==> src/hw/ltm_pkg.sv <==
`default_nettype none

package ltm_pkg;

	// Bus geometry: one 32-bit word per register, index = byte address / 4
	localparam int unsigned ADR_W    = 10;
	localparam int unsigned IDX_W    = 8;
	localparam int unsigned DAT_W    = 32;
	localparam int unsigned REG_W    = 8;
	localparam int unsigned SEL_W    = 4;

	// Register indices
	localparam logic [7:0] IDX_PORT_CTL   = 8'h52;
	localparam logic [7:0] IDX_DRV_ENABLE = 8'h56;
	localparam logic [7:0] IDX_SRC_SELECT = 8'h57;
	localparam logic [7:0] IDX_STATUS     = 8'h58;
	localparam logic [7:0] IDX_TX_PWDN    = 8'h63;

	// Field positions
	localparam int unsigned PORT_SEL_BIT  = 7;
	localparam int unsigned DRV_EN_BIT    = 3;
	localparam int unsigned SRC_LSB       = 1;
	localparam int unsigned SRC_MSB       = 2;
	localparam int unsigned PWDN_BIT      = 0;
	localparam int unsigned ST_ACTIVE_BIT = 0;
	localparam int unsigned ST_VALID_BIT  = 1;
	localparam int unsigned ST_MISM_BIT   = 2;

	// Writable bits; all others are reserved and read as zero
	localparam logic [7:0] PORT_CTL_MASK   = 8'h80;
	localparam logic [7:0] DRV_ENABLE_MASK = 8'h08;
	localparam logic [7:0] SRC_SELECT_MASK = 8'h06;
	localparam logic [7:0] TX_PWDN_MASK    = 8'h01;

	// Reset values
	localparam logic [7:0] PORT_CTL_RST   = 8'h00;
	localparam logic [7:0] DRV_ENABLE_RST = 8'h00;
	localparam logic [7:0] SRC_SELECT_RST = 8'h00;
	localparam logic [7:0] TX_PWDN_RST    = 8'h00;

	// Source-select codes
	localparam logic [1:0] SRC_NONE   = 2'h0;
	localparam logic [1:0] SRC_FIRST  = 2'h1;
	localparam logic [1:0] SRC_SECOND = 2'h2;
	localparam logic [1:0] SRC_BOTH   = 2'h3;

	// Synchroniser depth for the recovered-data inputs
	localparam int unsigned SYNC_STAGES = 2;

endpackage : ltm_pkg

`default_nettype wire

==> src/hw/ltm_loop_monitor_ctl.sv <==
// How it works
// - Bit 3 of the driver enable register at 0x56 turns the monitor driver on when one and is zero after reset.
// - The two-bit source field in bits 2:1 of 0x57 mirrors the first receive port on code 01 and the second on code 10.
// - Mirrored data reaches the monitor output only while the driver enable bit is one.
// - Bit 0 of 0x63 powers the loop-through transmit stage down when one and up when zero.
// - The source-select register at 0x57 reads zero after reset, so no port is mirrored until written.
// - The power-down register at 0x63 reads zero after reset, so the transmit stage starts powered up.
// - Bit 7 of 0x52 names the first receive port when zero and the second when one.
//
// The Wishbone interface to the registers was decided locally.
`timescale 1ns/1ps
`default_nettype none

module ltm_loop_monitor_ctl (
	// Clock and reset
	input  wire logic        clk_sys,
	input  wire logic        rst_n,
	// Wishbone classic slave
	input  wire logic        wb_cyc_i,
	input  wire logic        wb_stb_i,
	input  wire logic        wb_we_i,
	input  wire logic [9:0]  wb_adr_i,
	input  wire logic [3:0]  wb_sel_i,
	input  wire logic [31:0] wb_dat_i,
	output logic      [31:0] wb_dat_o,
	output logic             wb_ack_o,
	// Recovered serial data of the two receive ports
	input  wire logic        rxFirstData,
	input  wire logic        rxSecondData,
	// Monitor output pair and stage control
	output logic             monitorData,
	output logic             monitorDriveOn,
	output logic             loopTxPowerDown
);

	// Registers hold only their writable bits, so reserved bits stay zero
	logic [7:0]  portCtl_reg;
	logic [7:0]  portCtl_next;
	logic [7:0]  drvEnable_reg;
	logic [7:0]  drvEnable_next;
	logic [7:0]  srcSelect_reg;
	logic [7:0]  srcSelect_next;
	logic [7:0]  txPwdn_reg;
	logic [7:0]  txPwdn_next;
	logic        ack_reg;
	logic        ack_next;
	logic [31:0] rdData_reg;
	logic [31:0] rdData_next;

	logic [7:0]  regIdx;
	logic        busReq;
	logic        busWrite;
	logic [1:0]  sourceSel;
	logic        monitorActive;
	logic [7:0]  statusWord;
	logic        srcValid;
	logic        srcMismatch;

	function automatic logic isMapped(input logic [7:0] idx);
		isMapped = (idx == ltm_pkg::IDX_PORT_CTL) || (idx == ltm_pkg::IDX_DRV_ENABLE) ||
			(idx == ltm_pkg::IDX_SRC_SELECT) || (idx == ltm_pkg::IDX_STATUS) ||
			(idx == ltm_pkg::IDX_TX_PWDN);
	endfunction : isMapped

	function automatic logic hitWrite(input logic [7:0] idx, input logic [7:0] target,
		input logic wr);
		hitWrite = wr && (idx == target);
	endfunction : hitWrite

	assign regIdx   = wb_adr_i[9:2];
	assign busReq   = wb_cyc_i && wb_stb_i && !ack_reg;
	assign busWrite = busReq && wb_we_i && wb_sel_i[0];

	assign sourceSel = srcSelect_reg[ltm_pkg::SRC_MSB:ltm_pkg::SRC_LSB];
	assign srcValid  = (sourceSel == ltm_pkg::SRC_FIRST) || (sourceSel == ltm_pkg::SRC_SECOND);

	// Port selector bit 7 names the second port when set; a mismatch with the field is flagged
	assign srcMismatch = srcValid &&
		(portCtl_reg[ltm_pkg::PORT_SEL_BIT] != (sourceSel == ltm_pkg::SRC_SECOND));

	always_comb begin
		statusWord = 8'h00;
		statusWord[ltm_pkg::ST_ACTIVE_BIT] = monitorActive;
		statusWord[ltm_pkg::ST_VALID_BIT]  = srcValid;
		statusWord[ltm_pkg::ST_MISM_BIT]   = srcMismatch;
	end

	// Register writes: only the documented bits are stored
	always_comb begin
		portCtl_next   = portCtl_reg;
		drvEnable_next = drvEnable_reg;
		srcSelect_next = srcSelect_reg;
		txPwdn_next    = txPwdn_reg;
		if (hitWrite(regIdx, ltm_pkg::IDX_PORT_CTL, busWrite)) begin
			portCtl_next = wb_dat_i[7:0] & ltm_pkg::PORT_CTL_MASK;
		end
		if (hitWrite(regIdx, ltm_pkg::IDX_DRV_ENABLE, busWrite)) begin
			drvEnable_next = wb_dat_i[7:0] & ltm_pkg::DRV_ENABLE_MASK;
		end
		if (hitWrite(regIdx, ltm_pkg::IDX_SRC_SELECT, busWrite)) begin
			srcSelect_next = wb_dat_i[7:0] & ltm_pkg::SRC_SELECT_MASK;
		end
		if (hitWrite(regIdx, ltm_pkg::IDX_TX_PWDN, busWrite)) begin
			txPwdn_next = wb_dat_i[7:0] & ltm_pkg::TX_PWDN_MASK;
		end
	end

	// Read data and acknowledge; unmapped words answer with zero
	always_comb begin
		ack_next    = busReq;
		rdData_next = rdData_reg;
		if (busReq) begin
			rdData_next = 32'h0000_0000;
			if (!wb_we_i && isMapped(regIdx)) begin
				case (regIdx)
					ltm_pkg::IDX_PORT_CTL:   rdData_next[7:0] = portCtl_reg;
					ltm_pkg::IDX_DRV_ENABLE: rdData_next[7:0] = drvEnable_reg;
					ltm_pkg::IDX_SRC_SELECT: rdData_next[7:0] = srcSelect_reg;
					ltm_pkg::IDX_STATUS:     rdData_next[7:0] = statusWord;
					ltm_pkg::IDX_TX_PWDN:    rdData_next[7:0] = txPwdn_reg;
					default:                 rdData_next[7:0] = 8'h00;
				endcase
			end
		end
	end

	always_ff @(posedge clk_sys or negedge rst_n) begin
		if (!rst_n) begin
			portCtl_reg   <= ltm_pkg::PORT_CTL_RST;
			drvEnable_reg <= ltm_pkg::DRV_ENABLE_RST;
			srcSelect_reg <= ltm_pkg::SRC_SELECT_RST;
			txPwdn_reg    <= ltm_pkg::TX_PWDN_RST;
			ack_reg       <= 1'b0;
			rdData_reg    <= 32'h0000_0000;
		end else begin
			portCtl_reg   <= portCtl_next;
			drvEnable_reg <= drvEnable_next;
			srcSelect_reg <= srcSelect_next;
			txPwdn_reg    <= txPwdn_next;
			ack_reg       <= ack_next;
			rdData_reg    <= rdData_next;
		end
	end

	assign wb_ack_o        = ack_reg;
	assign wb_dat_o        = rdData_reg;
	assign monitorDriveOn  = drvEnable_reg[ltm_pkg::DRV_EN_BIT];
	assign loopTxPowerDown = txPwdn_reg[ltm_pkg::PWDN_BIT];

	// The pattern generator outside relies on software powering this stage down first
	ltm_mirror_path ltm_mirror_path_inst (
		.clk_sys       (clk_sys),
		.rst_n         (rst_n),
		.rxFirstData   (rxFirstData),
		.rxSecondData  (rxSecondData),
		.sourceSel     (sourceSel),
		.driverEn      (monitorDriveOn),
		.txPowerDown   (loopTxPowerDown),
		.monitorData   (monitorData),
		.monitorActive (monitorActive)
	);

	// Helper: high during reset and in the first cycle after reset release
	logic firstCycle_reg;
	always_ff @(posedge clk_sys or negedge rst_n) begin
		if (!rst_n) begin
			firstCycle_reg <= 1'b1;
		end else begin
			firstCycle_reg <= 1'b0;
		end
	end
endmodule : ltm_loop_monitor_ctl

`default_nettype wire

==> src/hw/ltm_mirror_path.sv <==
`timescale 1ns/1ps
`default_nettype none

module ltm_mirror_path (
	// Clock and reset
	input  wire logic       clk_sys,
	input  wire logic       rst_n,
	// Recovered data from the two receive ports, asynchronous
	input  wire logic       rxFirstData,
	input  wire logic       rxSecondData,
	// Settings from the register bank
	input  wire logic [1:0] sourceSel,
	input  wire logic       driverEn,
	input  wire logic       txPowerDown,
	// Monitor output
	output logic            monitorData,
	output logic            monitorActive
);

	logic [1:0] rxPins;
	logic [1:0] syncStage1_reg;
	logic [1:0] syncStage2_reg;
	logic       monitorData_reg;
	logic       monitorData_next;
	logic       monitorActive_reg;
	logic       monitorActive_next;

	assign rxPins = {rxSecondData, rxFirstData};

	// Two flops per input before anything looks at the data
	genvar g;
	generate
		for (g = 0; g < 2; g++) begin : g_sync
			always_ff @(posedge clk_sys or negedge rst_n) begin
				if (!rst_n) begin
					syncStage1_reg[g] <= 1'b0;
					syncStage2_reg[g] <= 1'b0;
				end else begin
					syncStage1_reg[g] <= rxPins[g];
					syncStage2_reg[g] <= syncStage1_reg[g];
				end
			end
		end
	endgenerate

	always_comb begin
		monitorActive_next = 1'b0;
		monitorData_next   = 1'b0;
		if (driverEn && !txPowerDown) begin
			case (sourceSel)
				ltm_pkg::SRC_FIRST: begin
					monitorActive_next = 1'b1;
					monitorData_next   = syncStage2_reg[0];
				end
				ltm_pkg::SRC_SECOND: begin
					monitorActive_next = 1'b1;
					monitorData_next   = syncStage2_reg[1];
				end
				default: begin
					monitorActive_next = 1'b0;
					monitorData_next   = 1'b0;
				end
			endcase
		end
	end

	always_ff @(posedge clk_sys or negedge rst_n) begin
		if (!rst_n) begin
			monitorData_reg   <= 1'b0;
			monitorActive_reg <= 1'b0;
		end else begin
			monitorData_reg   <= monitorData_next;
			monitorActive_reg <= monitorActive_next;
		end
	end

	assign monitorData   = monitorData_reg;
	assign monitorActive = monitorActive_reg;

endmodule : ltm_mirror_path

`default_nettype wire

==> config.mk <==
export PLATFORM = sky130hd
export DESIGN_NAME = ltm_loop_monitor_ctl
export DESIGN_NICKNAME = d
export VERILOG_FILES = /design/src/hw/ltm_pkg.sv /design/src/hw/ltm_loop_monitor_ctl.sv /design/src/hw/ltm_mirror_path.sv
export SDC_FILE = /design/constraint.sdc
export NUM_CORES = 1
export LEC_CHECK = 0
export BUFFER_PORTS_ARGS = -buffer_cell sky130_fd_sc_hd__clkbuf_2
export CORE_MARGIN = 4
export CORE_UTILIZATION = 35
export CTS_CLUSTER_DIAMETER = 80
export DETAILED_ROUTE_END_ITERATION = 16
export GPL_TIMING_DRIVEN = 0
export PLACE_DENSITY_LB_ADDON = 0.15
export SYNTH_ARGS = -nofsm -noshare
export SYNTH_HDL_FRONTEND = slang
export SYNTH_SLANG_ARGS = --single-unit
==> constraint.sdc <==
create_clock -name clk_sys -period 4.3 [get_ports clk_sys]
set_input_delay 0.43 -clock clk_sys [delete_from_list [all_inputs] [get_ports clk_sys]]
set_output_delay 0.43 -clock clk_sys [all_outputs]
set_load 0.1 [all_outputs]
=== After elaboration in Yosys (flattened, before gate mapping) ===
Index checks and enable logic that the tools add are counted.

* Register bits: 20
* Bits of input ports: 53
* Output and inout bits: 36

* Equal/unequal tests: 8
* Multiplexer cells: 6
* Reductions and logical operators: 20

{| class="wikitable"
|+ Operators with widths
! operator !! number
|-
| equality test 8 x 7 -> 1 bit, second input constant || 5
|-
| one-hot mux 8 bit (5 select lines) || 1
|-
| logical AND 1 bit || 11
|-
| two-way mux 8 bit || 1
|-
| logical OR 1 bit || 5
|-
| zero test 1 bit || 3
|-
| two-way mux 1 bit || 3
|-
| equality test 2 x 1 -> 1 bit, second input constant || 1
|-
| equality test 2 bit, second input constant || 1
|-
| one-hot mux 1 bit (2 select lines) || 1
|-
| OR reduction 2 bit || 1
|-
| inequality test 1 bit || 1
|}

=== Depth between registers and ports, before layout ===
* Word-level depth: 7
* Mapped depth: 5

=== Modules after synthesis ===
From an unflattened synthesis, not the netlist that was laid out.

* Cell total of the unflattened synthesis: 97
* Area, all modules: 1,072.3 µm²

{| class="wikitable"
|+ Modules (own cells, without submodules)
! module !! times used !! cells each !! area an instance (µm²) !! seq. area each (µm²)
|-
| ltm_loop_monitor_ctl || 1 || 84 || 863.3 || 275.3
|-
| ltm_mirror_path || 1 || 13 || 209.0 || 150.1
|}

=== Worst setup path before layout ===
No wires, ideal clock.

* Path kind: register to register
* Start point: register ack_reg (netlist: wb_ack_o)
* End point: register drvEnable_reg[3]
* Data arrival time: 1.809 ns
* Slack: 2.365 ns
* Stages on the path, launching flop included: 6
* Clock period less this slack: 1.935 ns
* Path through: dfrtp_1 -> nand3b_1 -> inv_1 -> nand4_1 -> nor2_1 -> mux2_2

* Cells in the longest elaborated chain, start to end: 5

{| class="wikitable"
|+ RTL lines
! what !! RTL line !! source
|-
| start, declared || ltm_loop_monitor_ctl.sv:45 || <nowiki>logic ack_reg;</nowiki>
|-
| start signal, assigned || ltm_loop_monitor_ctl.sv:140 || <nowiki>ack_reg <= ack_next;</nowiki>
|-
| zero test 1 bit || ltm_loop_monitor_ctl.sv:71 || <nowiki>assign busReq = wb_cyc_i && wb_stb_i && !ack_reg;</nowiki>
|-
| logical AND 1 bit || ltm_loop_monitor_ctl.sv:71 ||
|-
| net ack_next || ltm_loop_monitor_ctl.sv:46 || <nowiki>logic ack_next;</nowiki>
|-
| logical AND 1 bit (2 in a row) || ltm_loop_monitor_ctl.sv:72 || <nowiki>assign busWrite = busReq && wb_we_i && wb_sel_i[0];</nowiki>
|-
| logical AND 1 bit || ltm_loop_monitor_ctl.sv:67 || <nowiki>hitWrite = wr && (idx == target);</nowiki>
|-
| end signal, assigned || ltm_loop_monitor_ctl.sv:130 || <nowiki>drvEnable_reg <= ltm_pkg::DRV_ENABLE_RST;</nowiki>
|-
| end signal, assigned || ltm_loop_monitor_ctl.sv:137 || <nowiki>drvEnable_reg <= drvEnable_next;</nowiki>
|-
| end, declared || ltm_loop_monitor_ctl.sv:39 || <nowiki>logic [7:0] drvEnable_reg;</nowiki>
|}

The timed path passes the listed nets, and every way through them passes these cells.
A chain may end at the register's enable or synchronous reset.

=== Worst setup path in the final report ===
* Start point: register drvEnable_reg[3]
* End point: output monitorDriveOn

{| class="wikitable"
|+ RTL lines
! what !! RTL line !! source
|-
| end, declared || ltm_loop_monitor_ctl.sv:32 || <nowiki>output logic monitorDriveOn,</nowiki>
|}

No word-level cell between the ends.

==> impl_metrics.json <==
{
  "n_fill_cell": 284,
  "htree_levels": 1,
  "wl_met3_um": 278,
  "crit-reg2reg-launch": "wb_ack_o",
  "tightest_slew_ns": 0.551,
  "synth_compound_area_frac": 0.0758,
  "synth_common_cells": "buf_4 (27), dfrtp_1 (17), nand2_1 (7)",
  "yosys.area.top_type": "dfrtp_1",
  "largest_reg_flops": 5,
  "cts_made_buffers": 3,
  "root_buffer": "clkbuf_4",
  "ys_ff_latch": 17,
  "r2r-end": "txPwdn_reg[0]",
  "rows": 19,
  "startpoint": "drvEnable_reg[3]",
  "cp-start-kind": "flip-flop",
  "portBuffers": 29,
  "die_area_mm2": 0.00385,
  "cts_setup_buffers": 0,
  "num_vias": 762,
  "ys_warn_count": 0,
  "crit_fanout": 4,
  "wl_met1_um": 759,
  "grt_pass1_vias": 665,
  "hpwl_um": 1630,
  "area_growth_pct": 30.2,
  "vias_per_cell": 4.07,
  "slew_headroom": 0.634,
  "diodes": 0,
  "synth.area.top_cells": "dfrtp_1 (42%), buf_4 (20%), mux2_2 (5.5%)",
  "cts_tree": "yes",
  "finalCritPeriodShare": 0.373,
  "syn_inst": 97,
  "wl_met2_um": 825,
  "clockBufferDepth": 2,
  "drcViolationCount": 0,
  "synthXorXnorAreaFrac": 0.0171,
  "synth_cell_types": 30,
  "crit_slowest_cell": "clkbuf_2",
  "routabilityCongestion": 0.790,
  "grt_max_degree": 18,
  "skew_ns": 0.00632,
  "leakagePower_nw": 0.742,
  "antenna_found_initial": 0,
  "finalPower_mw": 0.396,
  "cap_violations": 0,
  "grt_overflow_total": 0,
  "synth_top_cell_area_share": 0.416,
  "clk_latency_ns": 0.28,
  "ios": 89,
  "ant_nets": 0,
  "worst_path_largest_cell_delay_ns": 0.48,
  "drt_wl_total_um": 1880,
  "syn_area_mm2": 0.00102,
  "ys_seq_area_frac": 0.416,
  "start_util": 0.368,
  "drtIter0Drc": 11,
  "reg2reg_depth": 5,
  "cp_data_arrival_time_ns": 1.17,
  "path_cells": "clkbuf_2",
  "hold_buffers": 0,
  "maxUsedRoutingLayer": "met4",
  "min_period_ns": 1.60,
  "dieHeight_um": 62.1,
  "min_path_type": "in -> async",
  "multi_input_area_um2": 478,
  "cts_sinks": 17,
  "fmax_mhz": 623,
  "coreArea_mm2": 0.00278,
  "crit_type": "reg -> out",
  "final.setup.tns_ns": 0,
  "synth_most_common_cell": "buf_4",
  "end_kind": "output pin",
  "die_w_um": 62.1,
  "drv_slew": 0,
  "track_usage": 0.100,
  "status": "finished clean",
  "synth_top_family_by_area": "buffers and inverters",
  "setup_viol": 0,
  "p_per_area_mw_per_mm2": 297,
  "seq_area_um2": 425,
  "synth.avg_cell_area_um2": 10.6,
  "synth_fa_ha_area_frac": 0.0244,
  "drive_gt1_frac": 0.455,
  "yosys.area_share.simple": 0.196,
  "path_delay_family": "buffers and inverters",
  "hold_viol_final": 0,
  "critical_path_required_ns": 3.87,
  "nNetsFinal": 212,
  "critPathBufInv": 1,
  "cts.repair.resized": 0,
  "peakVddDrop_v": 0.000233,
  "synthArstFlopShare": 1.00,
  "ys.flop_type": "dfrtp_1",
  "grt_setup_unrepaired": "no",
  "synth_enable_flop_cells": 0,
  "reg2reg_setup_slack_ns": 2.70,
  "dr.pass1.iters": 2,
  "wl_per_cell_um": 10.0,
  "synthMuxAreaShare": 0.0550,
  "grt_pass1_wl_um": 2870,
  "path_clk_slew_ns": 0.10
}
==> where the power goes <==
part | switching, mW | internal, mW
Clock | 0.0465 | 0.0345
Combinational | 0.123 | 0.0286
Sequential | 0.00111 | 0.162
Total | 0.171 | 0.225
==> metal layers <==
metal / up-vias / track usage
met4: 0 / 0.0455
met3: 2 / 0.0248
met1: 321 / 0.120
met5: - / 0
li1: 398 / -
met2: 41 / 0.169
==> how the worst max path moves through the flow <==
stage	end	slack, ns	cells past startpoint
finish	monitorDriveOn	2.70	1
global route	drvEnable_reg[3]	2.56	5
global placement	srcSelect_reg[2]	2.44	5
detailed placement	srcSelect_reg[1]	2.44	5
CTS	monitorDriveOn	2.68	1
floorplan	drvEnable_reg[3]	2.36	5
==> cells in the final DEF, fill, tap and decap left out, types with 2 or more instances in the layout <==
cell / count
clkbuf_4: 3
ha_1: 2
conb_1: 27
o21ai_0: 4
nand3b_1: 2
mux2_2: 5
dfrtp_1: 17
inv_1: 4
nand2_1: 7
nor2_1: 5
nand4_1: 2
buf_4: 27
clkbuf_2: 29
a22oi_1: 2
nor3b_1: 2
==> cells by family (layout without fill, tap and decap cells) <==
group	Yosys count	count (layout)
simple gates	28	28
flops	17	17
fa+ha+maj	2	2
other cells	1	27
buf+inv	31	64
compound gates	11	11
mux	5	5
xor+xnor	2	2
==> per-stage QoR <==
| step | hold WS (ns) | worst slack [ns] | utilization | area, um^2 | instances |
|---|---|---|---|---|---|
| after floorplan | 0.134 | 2.36 | - | 1120 | 123 |
| after CTS | 0.0592 | 2.68 | 0.479 | 1330 | 187 |
| after global placement | 0.332 | 2.44 | 0.469 | 1310 | 183 |
| after global routing | 0.0610 | 2.56 | 0.479 | 1330 | 187 |
| after detailed placement | 0.336 | 2.44 | 0.469 | 1310 | 183 |
| final | 0.0586 | 2.70 | 0.479 | 1330 | 187 |
==> area by class of cell <==
class | instances | share of cell area
well taps | 31 | 0.0291
flip-flops and latches | 17 | 0.319
clock buffers | 3 | 0.0169
inverters | 4 | 0.0113
clock inverters | 1 | 0.00376
repair buffers | 29 | 0.109
plain buffers | 27 | 0.152
multi-input cells | 75 | 0.359
No activity file was read; power rests on OpenSTA's default activity.
